`config.mk`:
```
export PLATFORM = sky130hd
export DESIGN_NAME = mode_reg_four_five_decode
export DESIGN_NICKNAME = d
export VERILOG_FILES = /design/src/verilog/mode_reg_pkg.sv /design/src/verilog/vendor_loc.sv /design/src/verilog/mode_reg_four_five_decode.sv
export SDC_FILE = /design/constraint.sdc
export NUM_CORES = 1
export LEC_CHECK = 0
export ABC_AREA = 1
export BUFFER_PORTS_ARGS = -buffer_cell sky130_fd_sc_hd__buf_2
export CORE_MARGIN = 2
export CORE_UTILIZATION = 25
export DETAILED_ROUTE_END_ITERATION = 10
export GPL_ROUTABILITY_DRIVEN = 0
export PLACE_DENSITY_LB_ADDON = 0.05
export SLEW_MARGIN = 30
export SYNTH_ARGS = -nofsm -noshare
export SYNTH_HDL_FRONTEND = slang
export SYNTH_SLANG_ARGS = --single-unit
```
`constraint.sdc`:
```
create_clock -name mclk_i -period 1.2 [get_ports mclk_i]
set_input_delay 0.12 -clock mclk_i [delete_from_list [all_inputs] [get_ports mclk_i]]
set_output_delay 0.12 -clock mclk_i [all_outputs]
set_load 0.01 [all_outputs]
```
`src/verilog/mode_reg_pkg.sv`:
```
// Behaviour
// - select code on bank group 0 and bank address picks register; 100 fourth, 101 fifth.
// - select code 111 on a mode register set command is ignored: no state change, no response.
// - writes to unsupported feature bits are discarded; features stay disabled.
// - fourth register bit A10 stores and drives read preamble training mode.
// - fourth register bit A4 enables the internal reference voltage monitor.
// - fifth register A8:A6 selects park termination, 000 off, others resistor fractions.
// - fifth register A5 set deactivates termination input buffer in power-down.
// - vendor page holds four 8-bit read/write locations picked by bank address.
// - page access needs third register A2 set and A1:A0 equal to 11.
package mode_reg_pkg;
   localparam logic [2:0] SEL_PAGE_ACCESS = 3'h3;
   localparam logic [2:0] SEL_PREAMBLE    = 3'h4;
   localparam logic [2:0] SEL_TERMINATION = 3'h5;
   localparam logic [2:0] SEL_CONTROL_WORD = 3'h7;
   localparam int         BIT_TRAINING   = 10;
   localparam int         BIT_MONITOR    = 4;
   localparam int         BIT_DATA_MASK  = 10;
   localparam int         PARK_MSB       = 8;
   localparam int         PARK_LSB       = 6;
   localparam int         BIT_BUF_OFF    = 5;
   localparam int         BIT_PAGE_EN    = 2;
   localparam logic [1:0] PAGE_VENDOR    = 2'h3;
   localparam int         PAGE_LOCS      = 4;
   localparam logic [7:0] VENDOR_RESET   = 8'h00;
   localparam logic [2:0] PARK_RESET     = 3'h0;
endpackage : mode_reg_pkg

```
`src/verilog/vendor_loc.sv`:
```
`timescale 1ns/10ps
module vendor_loc #(
   parameter int WIDTH = 8
) (
   input  wire logic             mclk_i,
   input  wire logic             nrst_i,
   input  wire logic             wr_i,
   input  wire logic [WIDTH-1:0] data_i,
   output logic      [WIDTH-1:0] data_o
);
   import mode_reg_pkg::*;
   always_ff @(posedge mclk_i or negedge nrst_i) begin
      if (!nrst_i) data_o <= WIDTH'(VENDOR_RESET);
      else if (wr_i) data_o <= data_i;
   end
endmodule : vendor_loc

```
`src/verilog/mode_reg_four_five_decode.sv`:
```
`timescale 1ns/10ps
module mode_reg_four_five_decode #(
   parameter int DATA_W = 8
) (
   input  wire logic              mclk_i,
   input  wire logic              nrst_i,
   input  wire logic              mrs_cmd_i,
   input  wire logic              mpr_wr_i,
   input  wire logic              mpr_rd_i,
   input  wire logic              bank_group1_i,
   input  wire logic              bank_group0_i,
   input  wire logic [1:0]        bank_addr_i,
   input  wire logic [13:0]       addr_i,
   input  wire logic [DATA_W-1:0] mpr_wdata_i,
   output logic      [DATA_W-1:0] mpr_rdata_o,
   output logic                   mpr_rvalid_o,
   output logic                   page_access_o,
   output logic                   preamble_training_o,
   output logic                   vref_monitor_o,
   output logic                   data_mask_o,
   output logic      [2:0]        park_termination_o,
   output logic                   term_buf_off_pd_o
);
   import mode_reg_pkg::*;

   initial begin
      if (DATA_W != 8) $error("vendor page locations are 8 bits wide");
   end

   // ************************************************
   // command decode
   // ************************************************
   wire logic [2:0] sel       = {bank_group0_i, bank_addr_i};
   wire logic       ctl_word  = (sel == SEL_CONTROL_WORD);
   wire logic       accepted  = mrs_cmd_i && !ctl_word;
   wire logic       wr_mr3    = accepted && (sel == SEL_PAGE_ACCESS);
   wire logic       wr_mr4    = accepted && (sel == SEL_PREAMBLE);
   wire logic       wr_mr5    = accepted && (sel == SEL_TERMINATION);

   logic       page_en;
   logic [1:0] page_sel;
   wire logic  vendor_page = page_en && (page_sel == PAGE_VENDOR);

   // ************************************************
   // mode register fields
   // ************************************************
   // unsupported bits are never stored, so their features stay off
   always_ff @(posedge mclk_i or negedge nrst_i) begin
      if (!nrst_i) begin
         page_en             <= 1'b0;
         page_sel            <= 2'h0;
         preamble_training_o <= 1'b0;
         vref_monitor_o      <= 1'b0;
         data_mask_o         <= 1'b0;
         park_termination_o  <= PARK_RESET;
         term_buf_off_pd_o   <= 1'b0;
      end else begin
         if (wr_mr3) begin
            page_en  <= addr_i[BIT_PAGE_EN];
            page_sel <= addr_i[1:0];
         end
         if (wr_mr4) begin
            preamble_training_o <= addr_i[BIT_TRAINING];
            vref_monitor_o      <= addr_i[BIT_MONITOR];
         end
         if (wr_mr5) begin
            data_mask_o        <= addr_i[BIT_DATA_MASK];
            park_termination_o <= addr_i[PARK_MSB:PARK_LSB];
            term_buf_off_pd_o  <= addr_i[BIT_BUF_OFF];
         end
      end
   end

   assign page_access_o = page_en;

   // ************************************************
   // vendor page locations
   // ************************************************
   logic [DATA_W-1:0] loc_q [PAGE_LOCS];
   genvar g;
   generate
      for (g = 0; g < PAGE_LOCS; g++) begin : g_loc
         wire logic hit = mpr_wr_i && vendor_page && (bank_addr_i == 2'(g));
         vendor_loc #(.WIDTH(DATA_W)) u_loc (
            .mclk_i (mclk_i),
            .nrst_i (nrst_i),
            .wr_i   (hit),
            .data_i (mpr_wdata_i),
            .data_o (loc_q[g])
         );
      end
   endgenerate

   always_ff @(posedge mclk_i or negedge nrst_i) begin
      if (!nrst_i) begin
         mpr_rdata_o  <= '0;
         mpr_rvalid_o <= 1'b0;
      end else begin
         mpr_rvalid_o <= mpr_rd_i && vendor_page;
         if (mpr_rd_i && vendor_page) mpr_rdata_o <= loc_q[bank_addr_i];
      end
   end
endmodule : mode_reg_four_five_decode

```
### Word level (Yosys, flattened, before mapping)

Cells that the tools add are included.

| storage, ports and cells | value |
|---|---|
| logic and storage cells | 39 |
| output and inout bits | 17 |
| register bits after elaboration | 51 |
| input bits | 31 |

| cells by class | value |
|---|---|
| eq/ne operators | 8 |
| magnitude comparators | 1 |
| reduce and logical (&&, ||, !) cells | 13 |
| bitwise gates (word level) | 1 |
| multiplexer cells | 3 |

Operator list:

| cell | count |
|---|---|
| 8-bit binary-select mux with 2-bit select | 1 |
| 8-bit 2-to-1 mux | 2 |
| 1-bit logical AND | 11 |
| 3-bit equality test, second input constant | 3 |
| 2-bit equality test, second input constant | 3 |
| 3-bit by 2-bit equality test with 1-bit output, second input constant | 1 |
| 3-bit greater-or-equal comparator, second input constant | 1 |
| 2-bit inverter with 3-bit output | 1 |
| 2-bit by 1-bit equality test with 1-bit output, second input constant | 1 |
| 2-bit zero test | 1 |
| 1-bit zero test | 1 |

### Logic depth before layout (Yosys ltp)

Gate-level depths: netlist of the first run.

| logic depth | value |
|---|---|
| depth in word-level cells | 4 |
| depth in mapped cells | 8 |
| depth with buffers taken out | 7 |

### Hierarchy

Synthesis of the first run repeated with hierarchy kept, for this count alone.

| unflattened totals | value |
|---|---|
| cells, all modules | 300 |
| area total of the unflattened synthesis | 2,313.5 sq um |

By module, submodules not included:

| module | sequential area each (sq um) | times used | cells each | area an instance (sq um) |
|---|---|---|---|---|
| vendor_loc | 200.2 | 4 | 34 | 305.3 |
| mode_reg_four_five_decode | 475.5 | 1 | 164 | 1,092.3 |

### Worst setup path after synthesis of the first run

OpenSTA, ideal clock, no wires.

| path | value |
|---|---|
| path type | register to register |
| start point | reg page_en, in the netlist page_access_o |
| end point | reg g_loc[2].u_loc.data_o[5] |
| period minus slack after synthesis | 1.209 ns |
| library setup time | 0.123 ns |
| arrival time | 1.086 ns |
| path buffers | 1 |
| slack | -0.009 ns |
| data required time | 1.077 ns |
| cell stages (with the launch flop) | 7 |
| cells stage by stage | dfrtp_1 inv_1 nor2_8 nand3_2 buf_6 nand2_1 o21ai_1 |

| between the ends | value |
|---|---|
| longest elaborated chain between the ends | 3 |

Ends and longest elaborated chain:

| what | RTL line | text |
|---|---|---|
| from (decl) | mode_reg_four_five_decode.sv:40 | `logic page_en;` |
| from (signal assigned) | mode_reg_four_five_decode.sv:59 | `page_en <= addr_i[BIT_PAGE_EN];` |
| 1-bit logical AND | mode_reg_four_five_decode.sv:42 | `wire logic vendor_page = page_en && (page_sel == PAGE_VENDOR);` |
| 1-bit logical AND (2 in a row) | mode_reg_four_five_decode.sv:83 | `wire logic hit = mpr_wr_i && vendor_page && (bank_addr_i == 2'(g));` |
| to (signal assigned) | vendor_loc.sv:13 | `if (!nrst_i) data_o <= WIDTH'(VENDOR_RESET);` |
| to (signal assigned) | vendor_loc.sv:14 | `else if (wr_i) data_o <= data_i;` |
| to (decl) | vendor_loc.sv:9 | `output logic [WIDTH-1:0] data_o` |

Every way passes these cells.
A chain may end at the register's enable or synchronous reset.

### Worst setup path after layout of the first run

| path | value |
|---|---|
| start point | reg page_sel[1] |
| end point | reg g_loc[2].u_loc.data_o[7] |

| between the ends | value |
|---|---|
| longest elaborated chain between the ends | 4 |

Ends and longest elaborated chain:

| what | RTL line | text |
|---|---|---|
| from (decl) | mode_reg_four_five_decode.sv:41 | `logic [1:0] page_sel;` |
| from (signal assigned) | mode_reg_four_five_decode.sv:60 | `page_sel <= addr_i[1:0];` |
| 2-bit equality test | mode_reg_four_five_decode.sv:42 |  |
| 1-bit logical AND | mode_reg_four_five_decode.sv:42 |  |
| 1-bit logical AND (2 in a row) | mode_reg_four_five_decode.sv:83 |  |

Every way passes these cells.

==> reports/results.env, run 1 <==
OUTCOME='complete, but fails checks'
VIOLATIONS='setup timing'
CLOCK-SINKS=51
POSTSYNTHCELLCOUNT=277
CRIT_ARRIVAL_NS=1.43
TRITONCTS='done'
CLOCK.FMAX_GHz=0.806
MAXIMUM_FANOUT_COUNT_ALONG_THE_CRITICAL_PATH=16
FIN_CELLS=447
POSTSYNTH.ASYNCRESETSHARE_PCT=100
CLK_PIN_SLEW_WORST_PATHS_NS=0.09
MULTIINPUTGATEAREA_MM2=0.00103
SYNTH-MAIN-FF-CELL='dfrtp_1'
SYNTH.MOST_COMMON_CELL='nand2_1'
TIMING_MAX_TRANSITION_VIOLATIONS_FINAL=0
GLOBAL_ROUTE_TOTAL_OVERFLOW=0
GRT_START_MAX_NET_PINS=52
NETLIST.AREA_LEADER.SHARE_PCT=54.3
FINAL_WORST_SETUP_SLACK_NS=-0.0413
POWER.DENSITY_mW_PER_MM2=1330
YS_SEQ_AREA_SHARE_PCT=54.3
INITIAL_CORE_UTILIZATION_PCT=25.6
SEQUENTIAL_CELL_AREA_IN_THE_FINAL_LAYOUT_MM2=0.00128
SLEW_HEADROOM_PCT=78.2
MIN-DELAY-PATH-CLASS='in2reg'
CHIPHEIGHT_UM=101
CLOCK_BUFFERS_CREATED_BY_TRITONCTS=5
GRT_PASS1_WL_MM=10.2
ANTENNA_LEFT=0
YOSYS_WARNINGS=0
PERIOD_MINUS_SLACK_NS=1.24
WL_MM=6.45
FIN_CRIT_SH_PCT=103
DESIGN.PORTCOUNT=48
POSTSYNTHAREAPERCELL_UM2=8.49
WL_PER_CELL_UM=14.4
NETS=367
WORSTSKEWPAIRLATENCY_NS=0.30
CTS-ROOT-TO-SINK-BUFFERS=2
CRITPATHREQUIREDTIME_NS=1.39
GRT_PASS1_VIAS=1918
GR-USAGE-ALL-LAYERS_PCT=13.2
MAXCAPVIOLATIONS=0
TIMING.CRITICAL_PATH.TO_TYPE='flip-flop'
LAYOUT.FILLER_CELLS=1009
POST_DRT_VIA_CELL_RATIO=4.26
SYNTH-SEQ-CELLS=51
ROWS=35
VDD.IR_DROP.WORST_mV=0.439
ANTENNA_CELLS=0
DR.PASS1.ITERS=4
CLOCK_TREE.HTREE_LEVEL_COUNT=2
SETUP-VIOLATIONS-FINAL=14
POSTSYNTHNETCOUNT=308
DETAIL_ROUTE.ITER0.VIOLATIONS=61
DIEAREA_MM2=0.0102
AREAGROWTHSYNTHTOFINISH_PCT=28.8
DP.CELLS=434
FINALHOLDVIOLCOUNT=0
WORSTSETUPPATHTYPE='reg2reg'
RSZ0062_AT_GRT='yes'
POST-SYNTH-TOP-AREA-CELL='dfrtp_1'
VIAS_AFTER_DETAILED_ROUTING=1905
YS_TOP_CELLS_BY_AREA='dfrtp_1 54%, nand2_1 23%, o21ai_1 3.4%'
TIMING.HOLD.WS_NS=0.0533
PLACEABLECOREAREA_MM2=0.00920
DIE-WIDTH_UM=101
DRCVIOLATIONCOUNT=0
SYNTH-EDFF-COUNT=0
DP_SLACK_NS=-0.0800
CTS_ROOT_BUFFER='clkbuf_8'
P_LEAK_nW=1.61
TIMING_WORST_SLEW_PIN_VALUE_NS=0.326
PLACEMENT.IO_BUFFERS=41
CP_STARTPOINT_KIND='flip-flop'
SYN_AREA_MM2=0.00235
YOSYSUNIQUECELLTYPES=22
SYNTH.CELLS.MOST_FREQUENT='145 x nand2_1, 51 x dfrtp_1, 16 x o21ai_1'
DP_HPWL_MM=3.95
LAYOUT-DRIVE-GT1-SHARE_PCT=33.0
ANTENNA_VIOLATIONS_BEFORE_REPAIR=0
SETUP_TOTAL_NEGATIVE_SLACK_NS=-0.304
SKEW_NS=0.00808
routing by layer:
| layer | vias to the layer above | global-route usage [%] | share of wire (%) |
|---|---|---|---|
| li1 | 987 | - | - |
| met3 | 5 | 2.57 | 3.8 |
| met5 | - | 0 | 0 |
| met4 | 0 | 3.43 | 0.95 |
| met2 | 41 | 21.9 | 46 |
| met1 | 872 | 17.7 | 49 |
metrics by stage:
| stage | util (%) | power [mW] | cell area [µm²] |
|---|---|---|---|
| final | 32.9 | 4.01 | 3030 |
| after detailed placement | 30.0 | 2.80 | 2760 |
| after floorplan | - | 2.51 | 2350 |
| after global routing | 32.9 | 4.28 | 3030 |
| after CTS | 31.5 | 4.05 | 2890 |
| after global placement | 30.0 | 2.80 | 2760 |
cells by family (layout without fill, tap and decap cells):
group | after synthesis | after routing | synth area share, %
AOI/OAI and AO/OA | 37 | 37 | 9.15
buffers and inverters | 26 | 83 | 6.01
DFF | 51 | 51 | 54.3
and+or+nand+nor | 163 | 165 | 30.5
what timing repair did:
item,4_1_cts,5_1_grt
hold buffers,1,0
pin swaps,3,9
gates cloned,1,2
setup endpoints to repair,38,40
gates resized for setup,5,28
setup buffers,0,2
hold endpoints to repair,51,0
path summary, 6_finish.rpt:
kind / startpoint / end / slack (ns) / cells past startpoint
max in group asynchronous: nrst_i / g_loc[3].u_loc.data_o[7]$_DFFE_PN0P_ / 0.61 / 3
min in group asynchronous: nrst_i / preamble_training_o$_DFFE_PN0P_ / 0.32 / 3
max reg2reg: page_sel[1]$_DFFE_PN0P_ / g_loc[2].u_loc.data_o[7]$_DFFE_PN0P_ / -0.04 / 7
min reg2reg: park_termination_o[1]$_DFFE_PN0P_ / park_termination_o[1]$_DFFE_PN0P_ / 0.48 / 2
max: page_sel[1]$_DFFE_PN0P_ / g_loc[2].u_loc.data_o[7]$_DFFE_PN0P_ / -0.04 / 7
min: addr_i[2] / page_access_o$_DFFE_PN0P_ / 0.05 / 3
flip-flops by register name (all words and copies together), names as in the netlist:
signal / flops
data_mask_o: 1
g_loc.u_loc.data_o: 32
mpr_rdata_o: 8
mpr_rvalid_o: 1
page_access_o: 1
page_sel: 2
park_termination_o: 3
preamble_training_o: 1
term_buf_off_pd_o: 1
vref_monitor_o: 1
critical path: stages, from the launching register on:
cell     delay [ns]
dfrtp_1        0.37
nand2_2        0.09
nor2_8         0.15
buf_12         0.15
nand3_4        0.07
buf_12         0.17
nand2_2        0.06
o21ai_1        0.05
layout by cell type (no fill, tap or decap), types with 2 or more instances in the layout:
master / Yosys / final
o21ai_0: 13 / 7
buf_2: 1 / 41
dfrtp_1: 51 / 51
inv_1: 14 / 13
o21ai_1: 16 / 20
nand3_4: 3 / 6
o21ai_2: 8 / 10
nor2_4: 2 / 2
nand3_1: 5 / 5
buf_4: 1 / 10
clkbuf_8: 0 / 5
inv_2: 2 / 3
nand2_2: 3 / 21
nand2_1: 145 / 127
buf_12: 0 / 4
area by class of cell:
type | instances | area share [%]
clock inverter | 2 | 1.24
multi-input combinational | 202 | 34.0
tap | 111 | 4.59
inverter | 18 | 2.36
timing repair buffer | 58 | 13.4
clock buffer | 5 | 2.27
sequential | 51 | 42.1
power breakdown:
group / switching, mW / internal (mW) / total (mW)
clock network: 0.573 / 0.610 / 1.18
registers: 0.136 / 1.95 / 2.09
logic: 0.425 / 0.320 / 0.745
Power figures use the tool's default switching activity.
==> run 2: changes to the inputs <==
Settings changed: GPL_ROUTABILITY_DRIVEN 0 to 1, PLACE_DENSITY from default to 0.56, PLACE_DENSITY_LB_ADDON 0.05 to default, REMOVE_ABC_BUFFERS from default to 1.
==> run 2 against run 1 <==
Effect of this change: the flow still finishes with violations (setup timing); cell area fell by 2.1%; non-clock buffer count unchanged; fmax increased by 2.0%; combinational power shrank 2%; die area did not move; clock power is 11% lower; worst hold slack lost 0.0020 ns; critical endpoint is now g_loc[0].u_loc.data_o[5]$_DFFE_PN0P_; largest power group unchanged.
==> reports/results.env, run 2 (same netlist as run 1, synthesis figures left out) <==
GLOBAL_ROUTE_TOTAL_OVERFLOW=0  # unchanged
P_LEAK_nW=1.59  # was 1.61 nW
FINAL_CELL_MIX='136 x nand2_1, 51 x dfrtp_1, 41 x buf_2'  # was 127 x nand2_1, 51 x dfrtp_1, 41 x buf_2
TIMING.CRITICAL_PATH.BUF_INV=1  # was 2
SLOWEST_DELAY_NS=0.38  # was 0.37 ns
CLOCK.FMAX_GHz=0.822  # was 0.806 GHz
CLOCK_TREE.HTREE_LEVEL_COUNT=2  # unchanged
GR-USAGE-ALL-LAYERS_PCT=11.2  # was 13.2%
TIMING.CRITICAL_PATH.MAX_DELAY_FAMILY='simple AND/OR/NAND/NOR gates'  # was flip-flops
SETUP_TOTAL_NEGATIVE_SLACK_NS=-0.105  # was -0.304 ns
TIMING.CRITICAL_PATH.TO_TYPE='flip-flop'  # unchanged
MIN_DELAY_WORST_ENDPOINT='park_termination_o[1]$_DFFE_PN0P_'  # was page_access_o$_DFFE_PN0P_
WORSTSETUPPATHTYPE='reg2reg'  # unchanged
SLEW_HEADROOM_PCT=78.5  # was 78.2%
SETUP-VIOLATIONS-FINAL=16  # was 14
CRITPATHREQUIREDTIME_NS=1.40  # was 1.39 ns
DP_SLACK_NS=0.00454  # was -0.0800 ns
ANTENNA_CELLS=0  # unchanged
REG2REG_TO='g_loc[0].u_loc.data_o[5]$_DFFE_PN0P_'  # was g_loc[2].u_loc.data_o[7]$_DFFE_PN0P_
PLACEABLECOREAREA_MM2=0.00920  # unchanged
FINALHOLDVIOLCOUNT=0  # unchanged
DIE-WIDTH_UM=101  # unchanged
GRT_PASS1_VIAS=1849  # was 1918
GRT_PASS1_WL_MM=8.94  # was 10.2 mm
GP_CONGESTION=0.710
DP_HPWL_MM=3.57  # was 3.95 mm
RSZ0062_AT_GRT='yes'  # unchanged
LARGEST_REGISTER_FFS=32  # unchanged
NETS=367  # unchanged
MAXCAPVIOLATIONS=0  # unchanged
SKEW_NS=0.00789  # was 0.00808 ns
PLACEMENT.IO_BUFFERS=41  # unchanged
TIMING_WORST_SLEW_PIN_VALUE_NS=0.322  # was 0.326 ns
R2R_SLACK_NS=-0.02  # was -0.04 ns
LAYOUT-DRIVE-GT1-SHARE_PCT=30.0  # was 33.0%
CTS_ROOT_BUFFER='clkbuf_8'  # unchanged
CTS-ROOT-TO-SINK-BUFFERS=2  # unchanged
HOLD_PATH_DEPTH=3  # unchanged
LAYOUT.FILLER_CELLS=1002  # was 1009
MIN-DELAY-PATH-CLASS='in2reg'  # unchanged
CRIT_SLOWEST_CELL='dfrtp_1'  # unchanged
MAXIMUM_FANOUT_COUNT_ALONG_THE_CRITICAL_PATH=8  # was 16
MOST_COMMON_CELL_AFTER_LAYOUT_FILL_AND_TAPS_ASIDE='nand2_1'  # unchanged
FINAL_WORST_SETUP_SLACK_NS=-0.0167  # was -0.0413 ns
ROWS=35  # unchanged
POWER.DENSITY_mW_PER_MM2=1300  # was 1330 mW/mm²
CLK_PIN_SLEW_WORST_PATHS_NS=0.10  # was 0.09 ns
CLOCK_BUFFERS_CREATED_BY_TRITONCTS=5  # unchanged
OUTCOME='complete, but fails checks'  # unchanged
VIAS_AFTER_DETAILED_ROUTING=1913  # was 1905
CP_STARTPOINT_KIND='flip-flop'  # unchanged
AREAGROWTHSYNTHTOFINISH_PCT=26.1  # was 28.8%
DESIGN.PORTCOUNT=48  # unchanged
TRITONCTS='done'  # unchanged
DR.PASS1.ITERS=4  # unchanged
VDD.IR_DROP.WORST_mV=0.474  # was 0.439 mV
DRCVIOLATIONCOUNT=0  # unchanged
POST_DRT_VIA_CELL_RATIO=4.27  # was 4.26
CRIT_PATH_CELL_TRACE='nand2_2 > nor2_8 > buf_6 > nand3_4 > nand2_1 > o21ai_1'  # was nand2_2 > nor2_8 > buf_12 > nand3_4 > buf_12 > nand2_2 > o21ai_1
TOTAL_POWER_mW=3.85  # was 4.01 mW
DIEAREA_MM2=0.0102  # unchanged
ANTENNA_VIOLATIONS_BEFORE_REPAIR=0  # unchanged
CLOCK-SINKS=51  # unchanged
TIMING_MAX_TRANSITION_VIOLATIONS_FINAL=0  # unchanged
VIOLATIONS='setup timing'  # unchanged
WORSTSKEWPAIRLATENCY_NS=0.30  # about the same
REGMOSTFLOPS='g_loc.u_loc.data_o'  # unchanged
REG2REGPATHDEPTH=6  # was 7
CRIT_ARRIVAL_NS=1.42  # was 1.43 ns
R2R_START='page_sel[1]$_DFFE_PN0P_'  # unchanged
HOLD_PATH_STARTPOINT='addr_i[7]'  # was addr_i[2]
LARGEST_REGISTERS='g_loc.u_loc.data_o (32), mpr_rdata_o (8), park_termination_o (3)'  # unchanged
ANTENNA_LEFT=0  # unchanged
WL_MM=5.66  # was 6.45 mm
GRT_START_MAX_NET_PINS=52  # unchanged
INITIAL_CORE_UTILIZATION_PCT=25.6  # unchanged
CHIPHEIGHT_UM=101  # unchanged
PERIOD_MINUS_SLACK_NS=1.22  # was 1.24 ns
WL_PER_CELL_UM=12.6  # was 14.4 µm
FIN_CRIT_SH_PCT=101  # was 103%
DETAIL_ROUTE.ITER0.VIOLATIONS=74  # was 61
## run 2: metrics by stage
step	utilization, %	std cells	hold slack, ns	cell area (µm²)
final	32.2	448	0.0513	2960
after global routing	32.2	448	0.0618	2960
after CTS	30.9	440	0.0393	2850
after detailed placement	29.7	431	0.138	2740
after global placement	29.7	431	0.136	2740
after floorplan	-	269	-0.176	2280
## run 2: how the worst max path moves through the flow
stage	endpoint	cells after the start	startpoint	slack, ns
floorplan	mpr_rdata_o[0]$_DFFE_PN0P_	6	page_access_o$_DFFE_PN0P_	0.004
global placement	mpr_rdata_o[3]$_DFFE_PN0P_	6	page_sel[0]$_DFFE_PN0P_	0.02
detailed placement	mpr_rdata_o[6]$_DFFE_PN0P_	6	page_sel[1]$_DFFE_PN0P_	0.005
CTS	g_loc[1].u_loc.data_o[0]$_DFFE_PN0P_	5	page_sel[1]$_DFFE_PN0P_	-0.001
global route	g_loc[2].u_loc.data_o[3]$_DFFE_PN0P_	7	page_sel[1]$_DFFE_PN0P_	-0.08
finish	g_loc[0].u_loc.data_o[5]$_DFFE_PN0P_	6	page_sel[1]$_DFFE_PN0P_	-0.02
## run 2: cell type report
cell class	instances	area, µm²	share of cell area (%)
Sequential cell	51	1280	43.1
Multi-Input combinational cell	202	998	33.7
Timing Repair Buffer	58	380	12.8
Tap cell	111	139	4.69
Clock buffer	6	82.6	2.79
Inverter	18	71.3	2.41
Clock inverter	2	16.3	0.549
## run 2: tightest hold or removal path: cells and delay by family
family        cells  cell delay (ns)
buf+inv           1             0.07
simple gates      2             0.12
## run 2: power breakdown
part	switching [mW]	leakage [nW]	internal (mW)
combinational	0.415	0.849	0.313
sequential	0.128	0.690	1.95
clock	0.578	0.0474	0.472
total	1.12	1.59	2.73
## run 2: routing by layer
layer	share of wire (%)	up-vias	global-route usage [%]	routed length, µm
met5	0	-	0	0
met4	1.4	0	4.37	78
met3	4.7	6	2.36	264
met2	46	45	17.4	2630
met1	47	882	15.2	2690
li1	-	980	-	-
## run 2: what timing repair did
action                     CTS  global route
cloned                       0             2
resized for setup            1            17
setup endpoints to repair    6            37
pin swaps                    0             3
hold endpoints to repair    51             0
hold buffers                 1             0
setup buffers                0             6
